===== src/pcf_defs.svh =====
/*
 Constants of the pad configuration and function select block.
 Assumes inclusion by bare name from the block's design files.
*/
// Operation
// Each pin owns an 8-bit write-only pad configuration byte, fields bit 7..0.
// Pad bytes decode at the port 0..5 word ranges given below.
// All pad bytes reset to 0x00, everything disabled.
// Digital input buffer delivers data only while its bit is set.
// Hold latch weakly keeps the last actively driven pin level.
// Weak pull-up and pull-down follow their bits.
// Analog switch connects pin to the analog path while set.
// High-side and low-side drivers each follow their own bit.
// Input invert delivers the inverse pin level.
// Software picks push-pull, open drain/source, analog or oscillator combinations.
// Software sets input, hold, pull-up and low driver for quasi-bidirectional use.
// Crystal oscillator on forces port 2 pins 0 and 1 to high impedance.
// Real-time clock on forces analog switch of port 5 pins 6, 7; the code forces pins 40 and 41 instead, which are port 5 pins 0 and 1.
// Open-drain pins lack high-side driver and analog switch.
// Function select for port 0 pin 0 at 0xA050, reset 0x00.
// Software sets at most one function select bit at a time.
// Pin interrupt fires on rising edge if edge bit 1, else falling.
// Pin drives the interrupt line only while interrupt select is set.
// Analog channel connects only with channel select and analog switch set.
// General-purpose port function only while port select is set.
// Reads of pad configuration bytes return zero.
`ifndef PCF_DEFS_SVH
`define PCF_DEFS_SVH
// Register indices; byte address is four times the index
`define PCF_P0_BASE 16'hA040
`define PCF_P1_BASE 16'hA048
`define PCF_P2_BASE 16'hA060
`define PCF_P3_BASE 16'hA068
`define PCF_P4_BASE 16'hA0C0
`define PCF_P5_BASE 16'hA0AE
`define PCF_FSEL_IDX 16'hA050
// Pad byte fields
`define PCF_B_INBUF 7
`define PCF_B_HOLD 6
`define PCF_B_PU 5
`define PCF_B_PD 4
`define PCF_B_AN 3
`define PCF_B_HS 2
`define PCF_B_LS 1
`define PCF_B_INV 0
// Function select fields
`define PCF_F_EDGE 3
`define PCF_F_ACH 2
`define PCF_F_IRQ 1
`define PCF_F_GPIO 0
// Reset values
`define PCF_PAD_RST 8'h00
`define PCF_FSEL_RST 4'h0
// Pin indices of overridden pins
`define PCF_XIN_IDX 16
`define PCF_XOUT_IDX 17
`define PCF_RTC0_IDX 40
`define PCF_RTC1_IDX 41
// Open-drain pins: P1.2, P1.3, P4.0, P4.1, P4.3
`define PCF_OD_MASK 42'h0B00000C00
`endif


===== src/pcf_pkg.sv =====
/*
 Types of the pad configuration and function select block.
 Assumes the constants header is compiled alongside.
*/
package pcf_pkg;
  typedef logic [7:0] pcf_pad_t;
  // Function of port 0 pin 0, one-hot
  typedef enum logic [3:0] {
    PCF_FN_NONE = 4'h0,
    PCF_FN_GPIO = 4'h1,
    PCF_FN_IRQ = 4'h2,
    PCF_FN_ACH = 4'h4
  } pcf_func_e;
endpackage


===== src/pcf_pad_config.sv =====
/*
 Pad configuration for 42 pins and function select of port 0 pin 0,
 reached over an AHB-Lite slave. Assumes one clock, the pad analog
 cells outside, and pin levels arriving asynchronously.
*/
`timescale 1ns/1ps
`include "pcf_defs.svh"
module pcf_pad_config
  import pcf_pkg::*;
#(
  parameter int NPINS = 42
)(
  // Clock and reset
  input wire logic clk,
  input wire logic resetn,
  // AHB-Lite slave
  input wire logic hsel,
  input wire logic [31:0] haddr,
  input wire logic [1:0] htrans,
  input wire logic hwrite,
  input wire logic [2:0] hsize,
  input wire logic [31:0] hwdata,
  input wire logic hready,
  output logic [31:0] hrdata,
  output logic hreadyout,
  output logic hresp,
  // Clock source overrides
  input wire logic xoscEn,
  input wire logic rtcEn,
  // Core side data
  input wire logic [NPINS-1:0] gpioOut,
  output logic [NPINS-1:0] gpioIn,
  // Pad pins
  input wire logic [NPINS-1:0] pinIn,
  output logic [NPINS-1:0] padOut,
  output logic [NPINS-1:0] padOutEnN,
  // Pad cell controls
  output logic [NPINS-1:0] inputBufEn,
  output logic [NPINS-1:0] holdEn,
  output logic [NPINS-1:0] holdLevel,
  output logic [NPINS-1:0] pullUpEn,
  output logic [NPINS-1:0] pullDownEn,
  output logic [NPINS-1:0] analogSwEn,
  output logic [NPINS-1:0] highSideEn,
  output logic [NPINS-1:0] lowSideEn,
  // Port 0 pin 0 functions
  output logic portFuncOn,
  output logic analogChannelEn,
  output logic pinIrqLine
);

  // ********************************
  // Address decode
  // ********************************
  localparam logic [5:0] NO_PAD = 6'h3F;

  // Word index to pin index, NO_PAD when unmapped
  function automatic logic [5:0] padIndex(input logic [31:0] a);
    logic [15:0] w;
    logic [5:0] r;
    w = a[17:2];
    r = NO_PAD;
    if (a[31:18] == 14'h0000 && a[1:0] == 2'b00)
    begin
      if (w >= `PCF_P0_BASE && w <= `PCF_P0_BASE + 16'h000F)
        r = 6'(w - `PCF_P0_BASE);
      else if (w >= `PCF_P2_BASE && w <= `PCF_P2_BASE + 16'h000F)
        r = 6'(w - `PCF_P2_BASE + 16'h0010);
      else if (w >= `PCF_P4_BASE && w <= `PCF_P4_BASE + 16'h0007)
        r = 6'(w - `PCF_P4_BASE + 16'h0020);
      else if (w >= `PCF_P5_BASE && w <= `PCF_P5_BASE + 16'h0001)
        r = 6'(w - `PCF_P5_BASE + 16'h0028);
    end
    return r;
  endfunction

  function automatic logic isFsel(input logic [31:0] a);
    return a[31:18] == 14'h0000 && a[1:0] == 2'b00 && a[17:2] == `PCF_FSEL_IDX;
  endfunction

  // ********************************
  // AHB-Lite slave
  // ********************************
  logic accept;
  logic wrPend_q;
  logic [5:0] wrIdx_q;
  logic wrFsel_q;
  logic [31:0] hrdata_q;
  pcf_pad_t pad_q [NPINS];
  logic [3:0] fsel_q;
  logic [3:0] fselNow;

  assign accept = hsel && hready && htrans[1];
  // Zero wait states; every access answers OKAY
  assign hreadyout = 1'b1;
  assign hresp = 1'b0;
  assign hrdata = hrdata_q;

  always_ff @(posedge clk)
  begin
    if (!resetn)
    begin
      wrPend_q <= 1'b0;
      wrIdx_q <= NO_PAD;
      wrFsel_q <= 1'b0;
    end
    else
    begin
      wrPend_q <= accept && hwrite;
      wrIdx_q <= padIndex(haddr);
      wrFsel_q <= isFsel(haddr);
    end
  end

  // Forward a pending write so a read right behind it sees new data
  assign fselNow = (wrPend_q && wrFsel_q) ? hwdata[3:0] : fsel_q;

  always_ff @(posedge clk)
  begin
    if (!resetn)
      hrdata_q <= 32'h0000_0000;
    else if (accept && !hwrite && isFsel(haddr))
      hrdata_q <= {28'h000_0000, fselNow};
    else
      hrdata_q <= 32'h0000_0000;
  end

  // ********************************
  // Configuration registers
  // ********************************
  always_ff @(posedge clk)
  begin
    if (!resetn)
    begin
      for (int i = 0; i < NPINS; i++)
        pad_q[i] <= `PCF_PAD_RST;
    end
    else if (wrPend_q && wrIdx_q != NO_PAD && int'(wrIdx_q) < NPINS)
      pad_q[wrIdx_q] <= hwdata[7:0];
  end

  always_ff @(posedge clk)
  begin
    if (!resetn)
      fsel_q <= `PCF_FSEL_RST;
    else if (wrPend_q && wrFsel_q)
      fsel_q <= hwdata[3:0];
  end

  // ********************************
  // Function select of pin 0
  // ********************************
  logic irqSel;
  logic achSel;

  // Software keeps a single bit of 2..0 set; several of those select nothing, edge bit 3 is masked
  always_comb
  begin
    portFuncOn = 1'b0;
    irqSel = 1'b0;
    achSel = 1'b0;
    case (pcf_func_e'(fsel_q & 4'h7))
      PCF_FN_GPIO: portFuncOn = 1'b1;
      PCF_FN_IRQ: irqSel = 1'b1;
      PCF_FN_ACH: achSel = 1'b1;
      default: portFuncOn = 1'b0;
    endcase
  end

  // ********************************
  // Pin synchroniser
  // ********************************
  logic [NPINS-1:0] pinMeta_q;
  logic [NPINS-1:0] pinSync_q;

  always_ff @(posedge clk)
  begin
    if (!resetn)
    begin
      pinMeta_q <= '0;
      pinSync_q <= '0;
    end
    else
    begin
      pinMeta_q <= pinIn;
      pinSync_q <= pinMeta_q;
    end
  end

  // ********************************
  // Pad control
  // ********************************
  localparam logic [NPINS-1:0] OD_MASK = `PCF_OD_MASK;
  logic [NPINS-1:0] rawIn;

  always_comb
  begin
    for (int i = 0; i < NPINS; i++)
    begin
      inputBufEn[i] = pad_q[i][`PCF_B_INBUF];
      holdEn[i] = pad_q[i][`PCF_B_HOLD];
      pullUpEn[i] = pad_q[i][`PCF_B_PU];
      pullDownEn[i] = pad_q[i][`PCF_B_PD];
      analogSwEn[i] = pad_q[i][`PCF_B_AN] && !OD_MASK[i];
      highSideEn[i] = pad_q[i][`PCF_B_HS] && !OD_MASK[i];
      lowSideEn[i] = pad_q[i][`PCF_B_LS];
      // Oscillator pins go fully high impedance
      if (xoscEn && (i == `PCF_XIN_IDX || i == `PCF_XOUT_IDX))
      begin
        inputBufEn[i] = 1'b0;
        holdEn[i] = 1'b0;
        pullUpEn[i] = 1'b0;
        pullDownEn[i] = 1'b0;
        analogSwEn[i] = 1'b0;
        highSideEn[i] = 1'b0;
        lowSideEn[i] = 1'b0;
      end
      if (rtcEn && (i == `PCF_RTC0_IDX || i == `PCF_RTC1_IDX))
        analogSwEn[i] = 1'b1;
      // Pin 0 keeps port drive only in its port function
      if (i == 0 && !portFuncOn)
      begin
        highSideEn[i] = 1'b0;
        lowSideEn[i] = 1'b0;
      end
      padOut[i] = gpioOut[i];
      // Each half drives only the level it can make
      padOutEnN[i] = !((highSideEn[i] && gpioOut[i]) ||
                       (lowSideEn[i] && !gpioOut[i]));
      rawIn[i] = inputBufEn[i] && (pinSync_q[i] ^ pad_q[i][`PCF_B_INV]);
      gpioIn[i] = rawIn[i];
    end
    gpioIn[0] = rawIn[0] && portFuncOn;
  end

  // Own drive wins; otherwise follow the pin so the keeper holds
  // whatever an outside driver left behind
  logic [NPINS-1:0] holdLevel_q;

  always_ff @(posedge clk)
  begin
    if (!resetn)
      holdLevel_q <= '0;
    else
    begin
      for (int i = 0; i < NPINS; i++)
        holdLevel_q[i] <= !padOutEnN[i] ? padOut[i] : pinSync_q[i];
    end
  end

  assign holdLevel = holdLevel_q;
  // Switch closes only with both bits set
  assign analogChannelEn = achSel && analogSwEn[0];

  // ********************************
  // Pin interrupt
  // ********************************
  logic irqPrev_q;
  logic pinIrq_q;
  logic irqHit;

  assign irqHit = fsel_q[`PCF_F_EDGE] ? (rawIn[0] && !irqPrev_q)
                                      : (!rawIn[0] && irqPrev_q);

  always_ff @(posedge clk)
  begin
    if (!resetn)
    begin
      irqPrev_q <= 1'b0;
      pinIrq_q <= 1'b0;
    end
    else
    begin
      irqPrev_q <= rawIn[0];
      pinIrq_q <= irqSel && irqHit;
    end
  end

  assign pinIrqLine = pinIrq_q;

  // ********************************
  // Checks
  // ********************************
  AST_PAD_READ_ZERO: assert property (@(posedge clk) disable iff (!resetn)
    accept && !hwrite && padIndex(haddr) != NO_PAD |=> hrdata == 32'h0000_0000)
    else $error("pad configuration read not zero");

  AST_PAD_WRITE: assert property (@(posedge clk) disable iff (!resetn)
    wrPend_q && wrIdx_q == 6'h10 |=> pad_q[16] == $past(hwdata[7:0]))
    else $error("pad write lost");

  AST_RESET_CLEAR: assert property (@(posedge clk)
    !resetn |=> pad_q[0] == 8'h00 && pad_q[41] == 8'h00 && fsel_q == 4'h0)
    else $error("registers not cleared by reset");

  AST_CRYSTAL_OSCILLATOR_HIZ: assert property (@(posedge clk) disable iff (!resetn)
    xoscEn |-> padOutEnN[17:16] == 2'b11 && pullUpEn[17:16] == 2'b00
      && pullDownEn[17:16] == 2'b00 && holdEn[17:16] == 2'b00)
    else $error("oscillator pins not high impedance");

  AST_RTC_ANALOG: assert property (@(posedge clk) disable iff (!resetn)
    rtcEn |-> analogSwEn[41:40] == 2'b11)
    else $error("clock pins analog switch not forced");

  AST_OD_NO_HIGH: assert property (@(posedge clk) disable iff (!resetn)
    (highSideEn & OD_MASK) == '0 && (analogSwEn & OD_MASK) == '0)
    else $error("open-drain pin has high side or analog");

  AST_INPUT_GATED: assert property (@(posedge clk) disable iff (!resetn)
    gpioIn[9] |-> inputBufEn[9])
    else $error("input without buffer enabled");

  AST_DRIVE_NEEDS_EN: assert property (@(posedge clk) disable iff (!resetn)
    !padOutEnN[13] |-> (gpioOut[13] ? highSideEn[13] : lowSideEn[13]))
    else $error("pin driven without matching driver");

  AST_IRQ_RISE: assert property (@(posedge clk) disable iff (!resetn)
    irqSel && fsel_q[`PCF_F_EDGE] && rawIn[0] && !irqPrev_q |=> pinIrqLine)
    else $error("rising edge interrupt missed");

  AST_IRQ_ONLY_SEL: assert property (@(posedge clk) disable iff (!resetn)
    pinIrqLine |-> $past(irqSel) && $past(rawIn[0]) == $past(fsel_q[`PCF_F_EDGE]))
    else $error("interrupt without select or wrong edge");

  AST_PORT_OFF: assert property (@(posedge clk) disable iff (!resetn)
    !portFuncOn |-> padOutEnN[0] && !gpioIn[0])
    else $error("pin 0 port function active while deselected");

  AST_FSEL_WRITE: assert property (@(posedge clk) disable iff (!resetn)
    wrPend_q && wrFsel_q |=> fsel_q == $past(hwdata[3:0]))
    else $error("function select write lost");

  AST_ACH_NEEDS_SWITCH: assert property (@(posedge clk) disable iff (!resetn)
    analogChannelEn |-> analogSwEn[0] && fsel_q[`PCF_F_ACH])
    else $error("analog channel without switch and select");

  AST_HOLD_OWN: assert property (@(posedge clk) disable iff (!resetn)
    !padOutEnN[13] |=> holdLevel[13] == $past(padOut[13]))
    else $error("keeper missed own driven level");

  AST_IRQ_PULSE: assert property (@(posedge clk) disable iff (!resetn)
    pinIrqLine |=> !pinIrqLine)
    else $error("pin interrupt wider than one cycle");

endmodule


===== config.mk =====
export PLATFORM = sky130hd
export DESIGN_NAME = pcf_pad_config
export DESIGN_NICKNAME = d
export VERILOG_FILES = /design/src/pcf_pkg.sv /design/src/pcf_pad_config.sv
export VERILOG_INCLUDE_DIRS = /design/src
export SDC_FILE = /design/constraint.sdc
export NUM_CORES = 1
export LEC_CHECK = 0
export BUFFER_PORTS_ARGS = -buffer_cell sky130_fd_sc_hd__buf_4
export CORE_AREA = 2 2 256 258
export DETAILED_ROUTE_END_ITERATION = 7
export DIE_AREA = 0 0 258 260
export PLACE_DENSITY = 0.66
export SYNTH_ARGS = -nofsm -noshare
export SYNTH_HDL_FRONTEND = slang
export SYNTH_SLANG_ARGS = --single-unit

===== constraint.sdc =====
create_clock -name clk -period 3.01 [get_ports clk]
set_input_delay 0.301 -clock clk [delete_from_list [all_inputs] [get_ports clk]]
set_output_delay 0.301 -clock clk [all_outputs]
set_load 0.005 [all_outputs]

==> out/results.ini, run 1 <==
[clock_network]
cts_made_buffers = 50
post-cts-setup-buffer-count = 0
cts-htree-levels = 2
cts_num_sinks = 470
clockBufferDepth = 3
clockRootBuffer = clkbuf_16
clock_latency_ns = 0.58
clk_pin_slew_worst_paths_ns = 0.06
cts_tree = built

[critical_path]
cpMaxStageDelayCell = nor3b_1
path_max_fanout = 4
crit_arrival_ns = 2.23
cp-start-kind = flip-flop
path_class = flip-flop to primary output
slowest_delay_ns = 0.63
cp_cell_sequence = nor3b_1, and2_1, nand2_1, o21a_1, buf_4
cp.buffers_inverters = 1
r2r_setup_slack_ns = 0.73
cp.required_ns = 2.71
critical-path-top-delay-family = simple AND/OR/NAND/NOR gates
cp-end-kind = primary output

[logic_synthesis]
synth-compound-area-share_pct = 4.00
seq_area_frac_synth_pct = 59.3
synthSimpleGateAreaFrac_pct = 19.3
synth_area_sq_um = 21400
synth_cell_types = 50
netlist_instances = 1808
synth_top_area_share_pct = 45.8
ys_async_sr_fraction_pct = 0
yosysTopAreaCell = edfxtp_1
synth_common_cells = and2_1 (453), buf_4 (390), edfxtp_1 (326), dfxtp_1 (144), nor2_1 (74)
ys_seq_elements = 470
synth_top_family_by_area = simple AND/OR/NAND/NOR gates
synth_xor_area_share_pct = 1.72
synthAdderAreaFrac_pct = 0.351
synth_edf_count = 326
synth_warnings = 0
syn_area_per_cell_sq_um = 11.8
synth_most_common_cell = and2_1
muxShareOfSynthArea_pct = 0.187
yosys-top-cells-area = edfxtp_1 (46%), buf_4 (14%), dfxtp_1 (13%)
synth_ff_type = edfxtp_1

[sta]
fin_crit_sh_pct = 84.2
final_max_slew_viol_count = 0
finClkSkew_ns = 0.0115
worstMarginPinSlew_ns = 0.939
max_freq_mhz = 395
hold_slack_ns = 0.0362
rsz0062_at_grt = false
final.min_clock_period_ns = 2.53
setup-tns-final_ns = 0
hold_viol_final = 0
finalSetupViolCount = 0
setup_slack_ns = 0.476
slew_headroom_pct = 37.2

[placed_design]
dp_slack_ns = 0.734
portBuffers = 590
dp_hpwl_um = 42500
gp_congestion = 0.912

[global_route]
grt_start_max_net_pins = 69
antenna_found_initial = 5
grt_pass1_wl_um = 87200
grt_pass1_vias = 13500
overflow = 0
grt.total_usage_pct = 17.6

[route]
drc = 0
drt_pass1_iterations = 5
ant_nets = 0
wl_per_cell_um = 20.2
finalWirelength_um = 61300
vias = 13400
vias_per_cell = 4.40
drt_iter0_drc = 685

[layout]
drive_above_1_share_pct = 33.6
fillers = 5904
nets = 2308
synthToLayoutAreaGrowth_pct = 24.7

[floorplan]
fp.dieW_um = 258
rows = 93
die-area_sq_um = 67100
core_area_sq_um = 64100
io_pins = 659
start_util_pct = 33.3
die_h_um = 260

[power]
p_leak_nw = 11.1
powerDensity_nw_per_um2 = 574
ir_drop_v = 0.000372

[min_path]
hp-class = input port to flip-flop

[job]
cap_violations = 0

[status]
status = completed

[worst register-to-register path: cells and delay by family, from the launching register on]
kind,cells,cell delay (ns)
buffers and inverters,1,0.15
flip-flops,1,0.43
AND/OR/NAND/NOR,4,1.37
[stage by stage]
| stage | instance area [sq um] | utilization (%) | std cells | power, W |
|---|---|---|---|---|
| 2_1_floorplan | 21500 | - | 1846 | 0.00817 |
| 3_3_place_gp | 24200 | 37.7 | 2875 | 0.00873 |
| 4_1_cts | 26600 | 41.5 | 3038 | 0.0154 |
| 6_report | 26600 | 41.6 | 3041 | 0.0153 |
| 5_1_grt | 26600 | 41.5 | 3039 | 0.0158 |
| 3_5_place_dp | 24200 | 37.7 | 2875 | 0.00875 |
[flip-flops by register name (all words and copies together) (netlist names)]
| name | count |
|---|---|
| pad_q | 326 |
| holdLevel | 42 |
| pinMeta_q | 42 |
| pinSync_q | 42 |
| wrIdx_q | 6 |
| fsel_q | 4 |
| hrdata | 4 |
| irqPrev_q | 1 |
| pinIrqLine | 1 |
| wrFsel_q | 1 |
| wrPend_q | 1 |
[layout by cell type (no fill, tap or decap), types with 8 or more instances in the layout]
cell type,count
buf_4,632
and2_1,453
edfxtp_1,326
dfxtp_1,144
nor2_1,74
dlygate4sd3_1,70
nand2b_1,54
clkbuf_16,52
xor2_1,42
o21ai_0,41
conb_1,40
a22oi_1,35
a21boi_0,34
nand2_1,20
nor2b_1,15
and3_1,15
inv_1,9
nand3_1,9
a21oi_1,8
bufinv_16,8
[layer usage]
| layer | wire [um] | track usage [%] | vias up |
|---|---|---|---|
| met3 | 3870 | 3.74 | 111 |
| li1 | - | - | 6242 |
| met2 | 31200 | 31.3 | 536 |
| met4 | 1880 | 6.13 | 0 |
| met5 | 0 | 0 | - |
| met1 | 24400 | 21.0 | 6502 |
[path summary, 6_finish.rpt]
check	start	to	depth (start not counted)
worst max register to register	wrPend_q	pad_q[1][1]	5
worst min-delay path	pinIn[33]	pinMeta_q[33]	2
worst max-delay path	fsel_q[0]	padOutEnN[0]	5
worst min register to register	pinMeta_q[30]	pinSync_q[30]	1
[cell families after synthesis]
logic type	Yosys count
flip-flops	470
buffers and inverters	469
other	2
XOR/XNOR	42
AND/OR/NAND/NOR	686
multiplexers	4
AO/OA/AOI/OAI	129
adder cells (fa/ha/maj)	6
[cell type report]
| type | instances | area, sq um | share of cell area, % |
|---|---|---|---|
| Clock buffer | 62 | 1390 | 5.21 |
| Tap cell | 855 | 1070 | 4.02 |
| Antenna cell | 3 | 7.51 | 0.0282 |
| Inverter | 10 | 37.5 | 0.141 |
| Multi-Input combinational cell | 907 | 5610 | 21.1 |
| Clock inverter | 31 | 390 | 1.47 |
| Timing Repair Buffer | 703 | 5470 | 20.5 |
| Sequential cell | 470 | 12700 | 47.6 |
[power breakdown]
group	switching [W]	internal, W	leakage [nW]
combinational	0.000634	0.000701	5.96
clock	0.00261	0.00398	0.866
sequential	0.000154	0.00719	4.31
[timing repair]
| item | in CTS | in global routing |
|---|---|---|
| hold endpoints to repair | 68 | 0 |
| hold buffers | 70 | 0 |
| gates resized for setup | 0 | 0 |
Note: power is estimated with default switching activity, not from simulation.
==> run 2, diff against run 1 <==
ABC_AREA = 1   (was unset)
CORE_AREA = 2 2 258 260   (was 2 2 256 258)
DIE_AREA = 0 0 260 262   (was 0 0 258 260)
PLACE_DENSITY = 0.64   (was 0.66)
clock period = 2.4 ns   (was 3.01 ns; I/O delays follow)
==> out/results.ini, run 2 <==
[sta]
rsz0062_at_grt = false  ; unchanged
fin_crit_sh_pct = 94.8
finClkSkew_ns = 0.0217  ; was 0.0115 ns
hold_viol_final = 0  ; unchanged
slew_headroom_pct = 60.0  ; was 37.2%
final.min_clock_period_ns = 2.27
setup-tns-final_ns = 0  ; unchanged
final_max_slew_viol_count = 0  ; unchanged
max_freq_mhz = 440
setup_slack_ns = 0.125  ; was 0.476 ns
worstMarginPinSlew_ns = 0.600  ; was 0.939 ns
finalSetupViolCount = 0  ; unchanged

[logic_synthesis]
synth_cell_types = 27  ; was 50
synth_ff_type = edfxtp_1  ; unchanged
ys_async_sr_fraction_pct = 0  ; unchanged
synth_warnings = 0  ; unchanged
ys_seq_elements = 470  ; unchanged
synth_most_common_cell = nor2_1  ; was and2_1
synth_common_cells = nor2_1 (402), buf_4 (389), edfxtp_1 (326), nand2_1 (307), inv_1 (151)  ; was and2_1 (453), buf_4 (390), edfxtp_1 (326), dfxtp_1 (144), nor2_1 (74)
synth_area_sq_um = 20400  ; was 21,400 sq um
netlist_instances = 1998  ; was 1,808
syn_area_per_cell_sq_um = 10.2  ; was 11.8 sq um
yosysTopAreaCell = edfxtp_1  ; unchanged
synth_top_area_share_pct = 48.0  ; was 45.8%
synth_edf_count = 326  ; unchanged
yosys-top-cells-area = edfxtp_1 (48%), buf_4 (14%), dfxtp_1 (14%)  ; was edfxtp_1 (46%), buf_4 (14%), dfxtp_1 (13%)
seq_area_frac_synth_pct = 62.2  ; was 59.3%

[layout]
drive_above_1_share_pct = 31.5  ; was 33.6%
fillers = 6204  ; was 5,904
seq_area_sq_um = 12700  ; about the same
layout_common_cells = buf_4 (659), nor2_1 (399), edfxtp_1 (326), nand2_1 (306), inv_1 (151)  ; was buf_4 (632), and2_1 (453), edfxtp_1 (326), dfxtp_1 (144), nor2_1 (74)
multi_input_area_sq_um = 4180  ; was 5610 sq um
regMostFlops = pad_q  ; unchanged
nets = 2573  ; was 2,308
largest_reg_flops = 326  ; unchanged
final_common_cell = buf_4  ; unchanged
fin_cells = 3314  ; was 3,041
synthToLayoutAreaGrowth_pct = 28.8  ; was 24.7%
design_area_sq_um = 26300  ; was 26,600 sq um

[clock_network]
clockRootBuffer = clkbuf_16  ; unchanged
clock_latency_ns = 0.58  ; about the same
clockBufferDepth = 3  ; unchanged
cts_made_buffers = 52  ; was 50
cts_num_sinks = 470  ; unchanged
cts-htree-levels = 2  ; unchanged
cts_tree = built  ; unchanged
clk_pin_slew_worst_paths_ns = 0.06  ; about the same

[placed_design]
dpl_cell_area_sq_um = 23600  ; was 24,200 sq um
dp_slack_ns = -0.270  ; was 0.734 ns
portBuffers = 590  ; unchanged
dp_hpwl_um = 45600  ; was 42,500 um
gp_congestion = 0.864  ; was 0.912
post-place-cells = 3125  ; was 2,875

[floorplan]
rows = 94  ; was 93
start_util_pct = 31.2  ; was 33.3%
fp.dieW_um = 260  ; was 258 um
die_h_um = 262  ; was 260 um
die-area_sq_um = 68100  ; was 67,100 sq um
io_pins = 659  ; unchanged
core_area_sq_um = 65300  ; was 64,100 sq um

[critical_path]
slowest_delay_ns = 0.36  ; was 0.63 ns
cpMaxStageDelayCell = dfxtp_2  ; was nor3b_1
path_class = flip-flop to primary output  ; unchanged
cp_cell_sequence = nor3_1, buf_4, inv_1, nor2_4, nand2_1, and2_1, buf_4  ; was nor3b_1, and2_1, nand2_1, o21a_1, buf_4
cp-end-kind = primary output  ; unchanged
path_max_fanout = 4  ; unchanged
path_common_cell = buf_4
cp.required_ns = 2.16  ; was 2.71 ns
crit_arrival_ns = 2.03  ; was 2.23 ns
cp-start-kind = flip-flop  ; unchanged

[global_route]
grt_pass1_wl_um = 89000  ; was 87,200 um
grt_start_max_net_pins = 67  ; was 69
grt.total_usage_pct = 17.8  ; was 17.6%
antenna_found_initial = 3  ; was 5
overflow = 0  ; unchanged
grt_pass1_vias = 14200  ; was 13,500

[route]
vias = 14700  ; was 13,400
finalWirelength_um = 63900  ; was 61,300 um
vias_per_cell = 4.43  ; was 4.40
ant_nets = 0  ; unchanged
drt_iter0_drc = 889  ; was 685
drc = 0  ; unchanged
drt_pass1_iterations = 5  ; unchanged
wl_per_cell_um = 19.3  ; was 20.2 um

[power]
powerDensity_nw_per_um2 = 725  ; was 574 nW/um^2
power_w = 0.0190  ; was 0.0153 W
p_leak_nw = 11.9  ; was 11.1 nW
ir_drop_v = 0.000475  ; was 0.000372 V

[min_path]
hp-class = input port to flip-flop  ; unchanged

[job]
cap_violations = 0  ; unchanged

[status]
status = completed  ; unchanged

## run 2: cell types whose count changed after synthesis, moves of 30 or more
cell,change
and2_1,-450
nor2_1,+328
nand2_1,+287
inv_1,+142
a21oi_1,+75
nand2b_1,-54
xor2_1,-41
a22oi_1,-35
a21boi_0,-34
mux2i_1,+30
## run 2: cell type report
class | count | area share (%)
Multi-Input combinational cell | 964 | 15.9
Sequential cell | 470 | 48.2
Timing Repair Buffer | 757 | 22.8
Tap cell | 864 | 4.12
Clock inverter | 24 | 0.972
Clock buffer | 72 | 5.59
Inverter | 162 | 2.32
Antenna cell | 1 | 0.00953
## run 2: stage by stage
step	hold WS, ns	util [%]
global placement	0.391	36.1
floorplan	0.319	-
finish	0.0586	40.2
detailed placement	0.397	36.1
global route	0.0386	40.2
CTS	0.0108	40.2
## run 2: metal layers
| layer | track usage (%) | share of wire (%) | routed length (um) | vias to the layer above |
|---|---|---|---|---|
| met5 | 0 | 0.011 | 7 | - |
| met4 | 8.52 | 4.6 | 2970 | 2 |
| met3 | 3.64 | 7.7 | 4930 | 159 |
| met2 | 30.6 | 49 | 31600 | 756 |
| met1 | 21.2 | 38 | 24400 | 6978 |
| li1 | - | - | - | 6786 |
## run 2: cells by family (layout without fill, tap and decap cells)
group,after synthesis,in the layout,synth area share [%]
adder cells (fa/ha/maj),6,6,0.368
XOR/XNOR,1,1,0.0430
AO/OA/AOI/OAI,129,129,3.19
other,2,41,0.0368
buffers and inverters,602,1015,18.3
multiplexers,34,34,1.67
flip-flops,470,470,62.2
AND/OR/NAND/NOR,754,754,14.3
## run 2: path summary, 6_finish.rpt
kind	start	slack (ns)	endpoint	cells after the start
max	fsel_q[1]	0.13	padOutEnN[0]	7
min	haddr[6]	0.06	wrIdx_q[4]	3
min reg2reg	pinMeta_q[39]	0.41	pinSync_q[39]	2
max reg2reg	wrIdx_q[1]	0.21	pad_q[7][6]	8
## run 2: worst max-delay path: cells and delay by family (launching register included)
| family | cells | cell delay, ns |
|---|---|---|
| flops | 1 | 0.36 |
| simple gates | 4 | 0.62 |
| buf+inv | 3 | 0.46 |
## run 2: timing repair
item                                   4_1_cts  5_1_grt
resized for setup                            5        6
hold buffers                                91        0
endpoints found under the hold margin       93        0
setup buffers                                0        1
setup endpoints to repair                   54       33
pin swaps                                    0        0
## run 2: power breakdown
group | internal [W] | total, W | switching (W)
sequential | 0.00903 | 0.00924 | 0.000205
clock | 0.00480 | 0.00807 | 0.00326
combinational | 0.000865 | 0.00174 | 0.000873
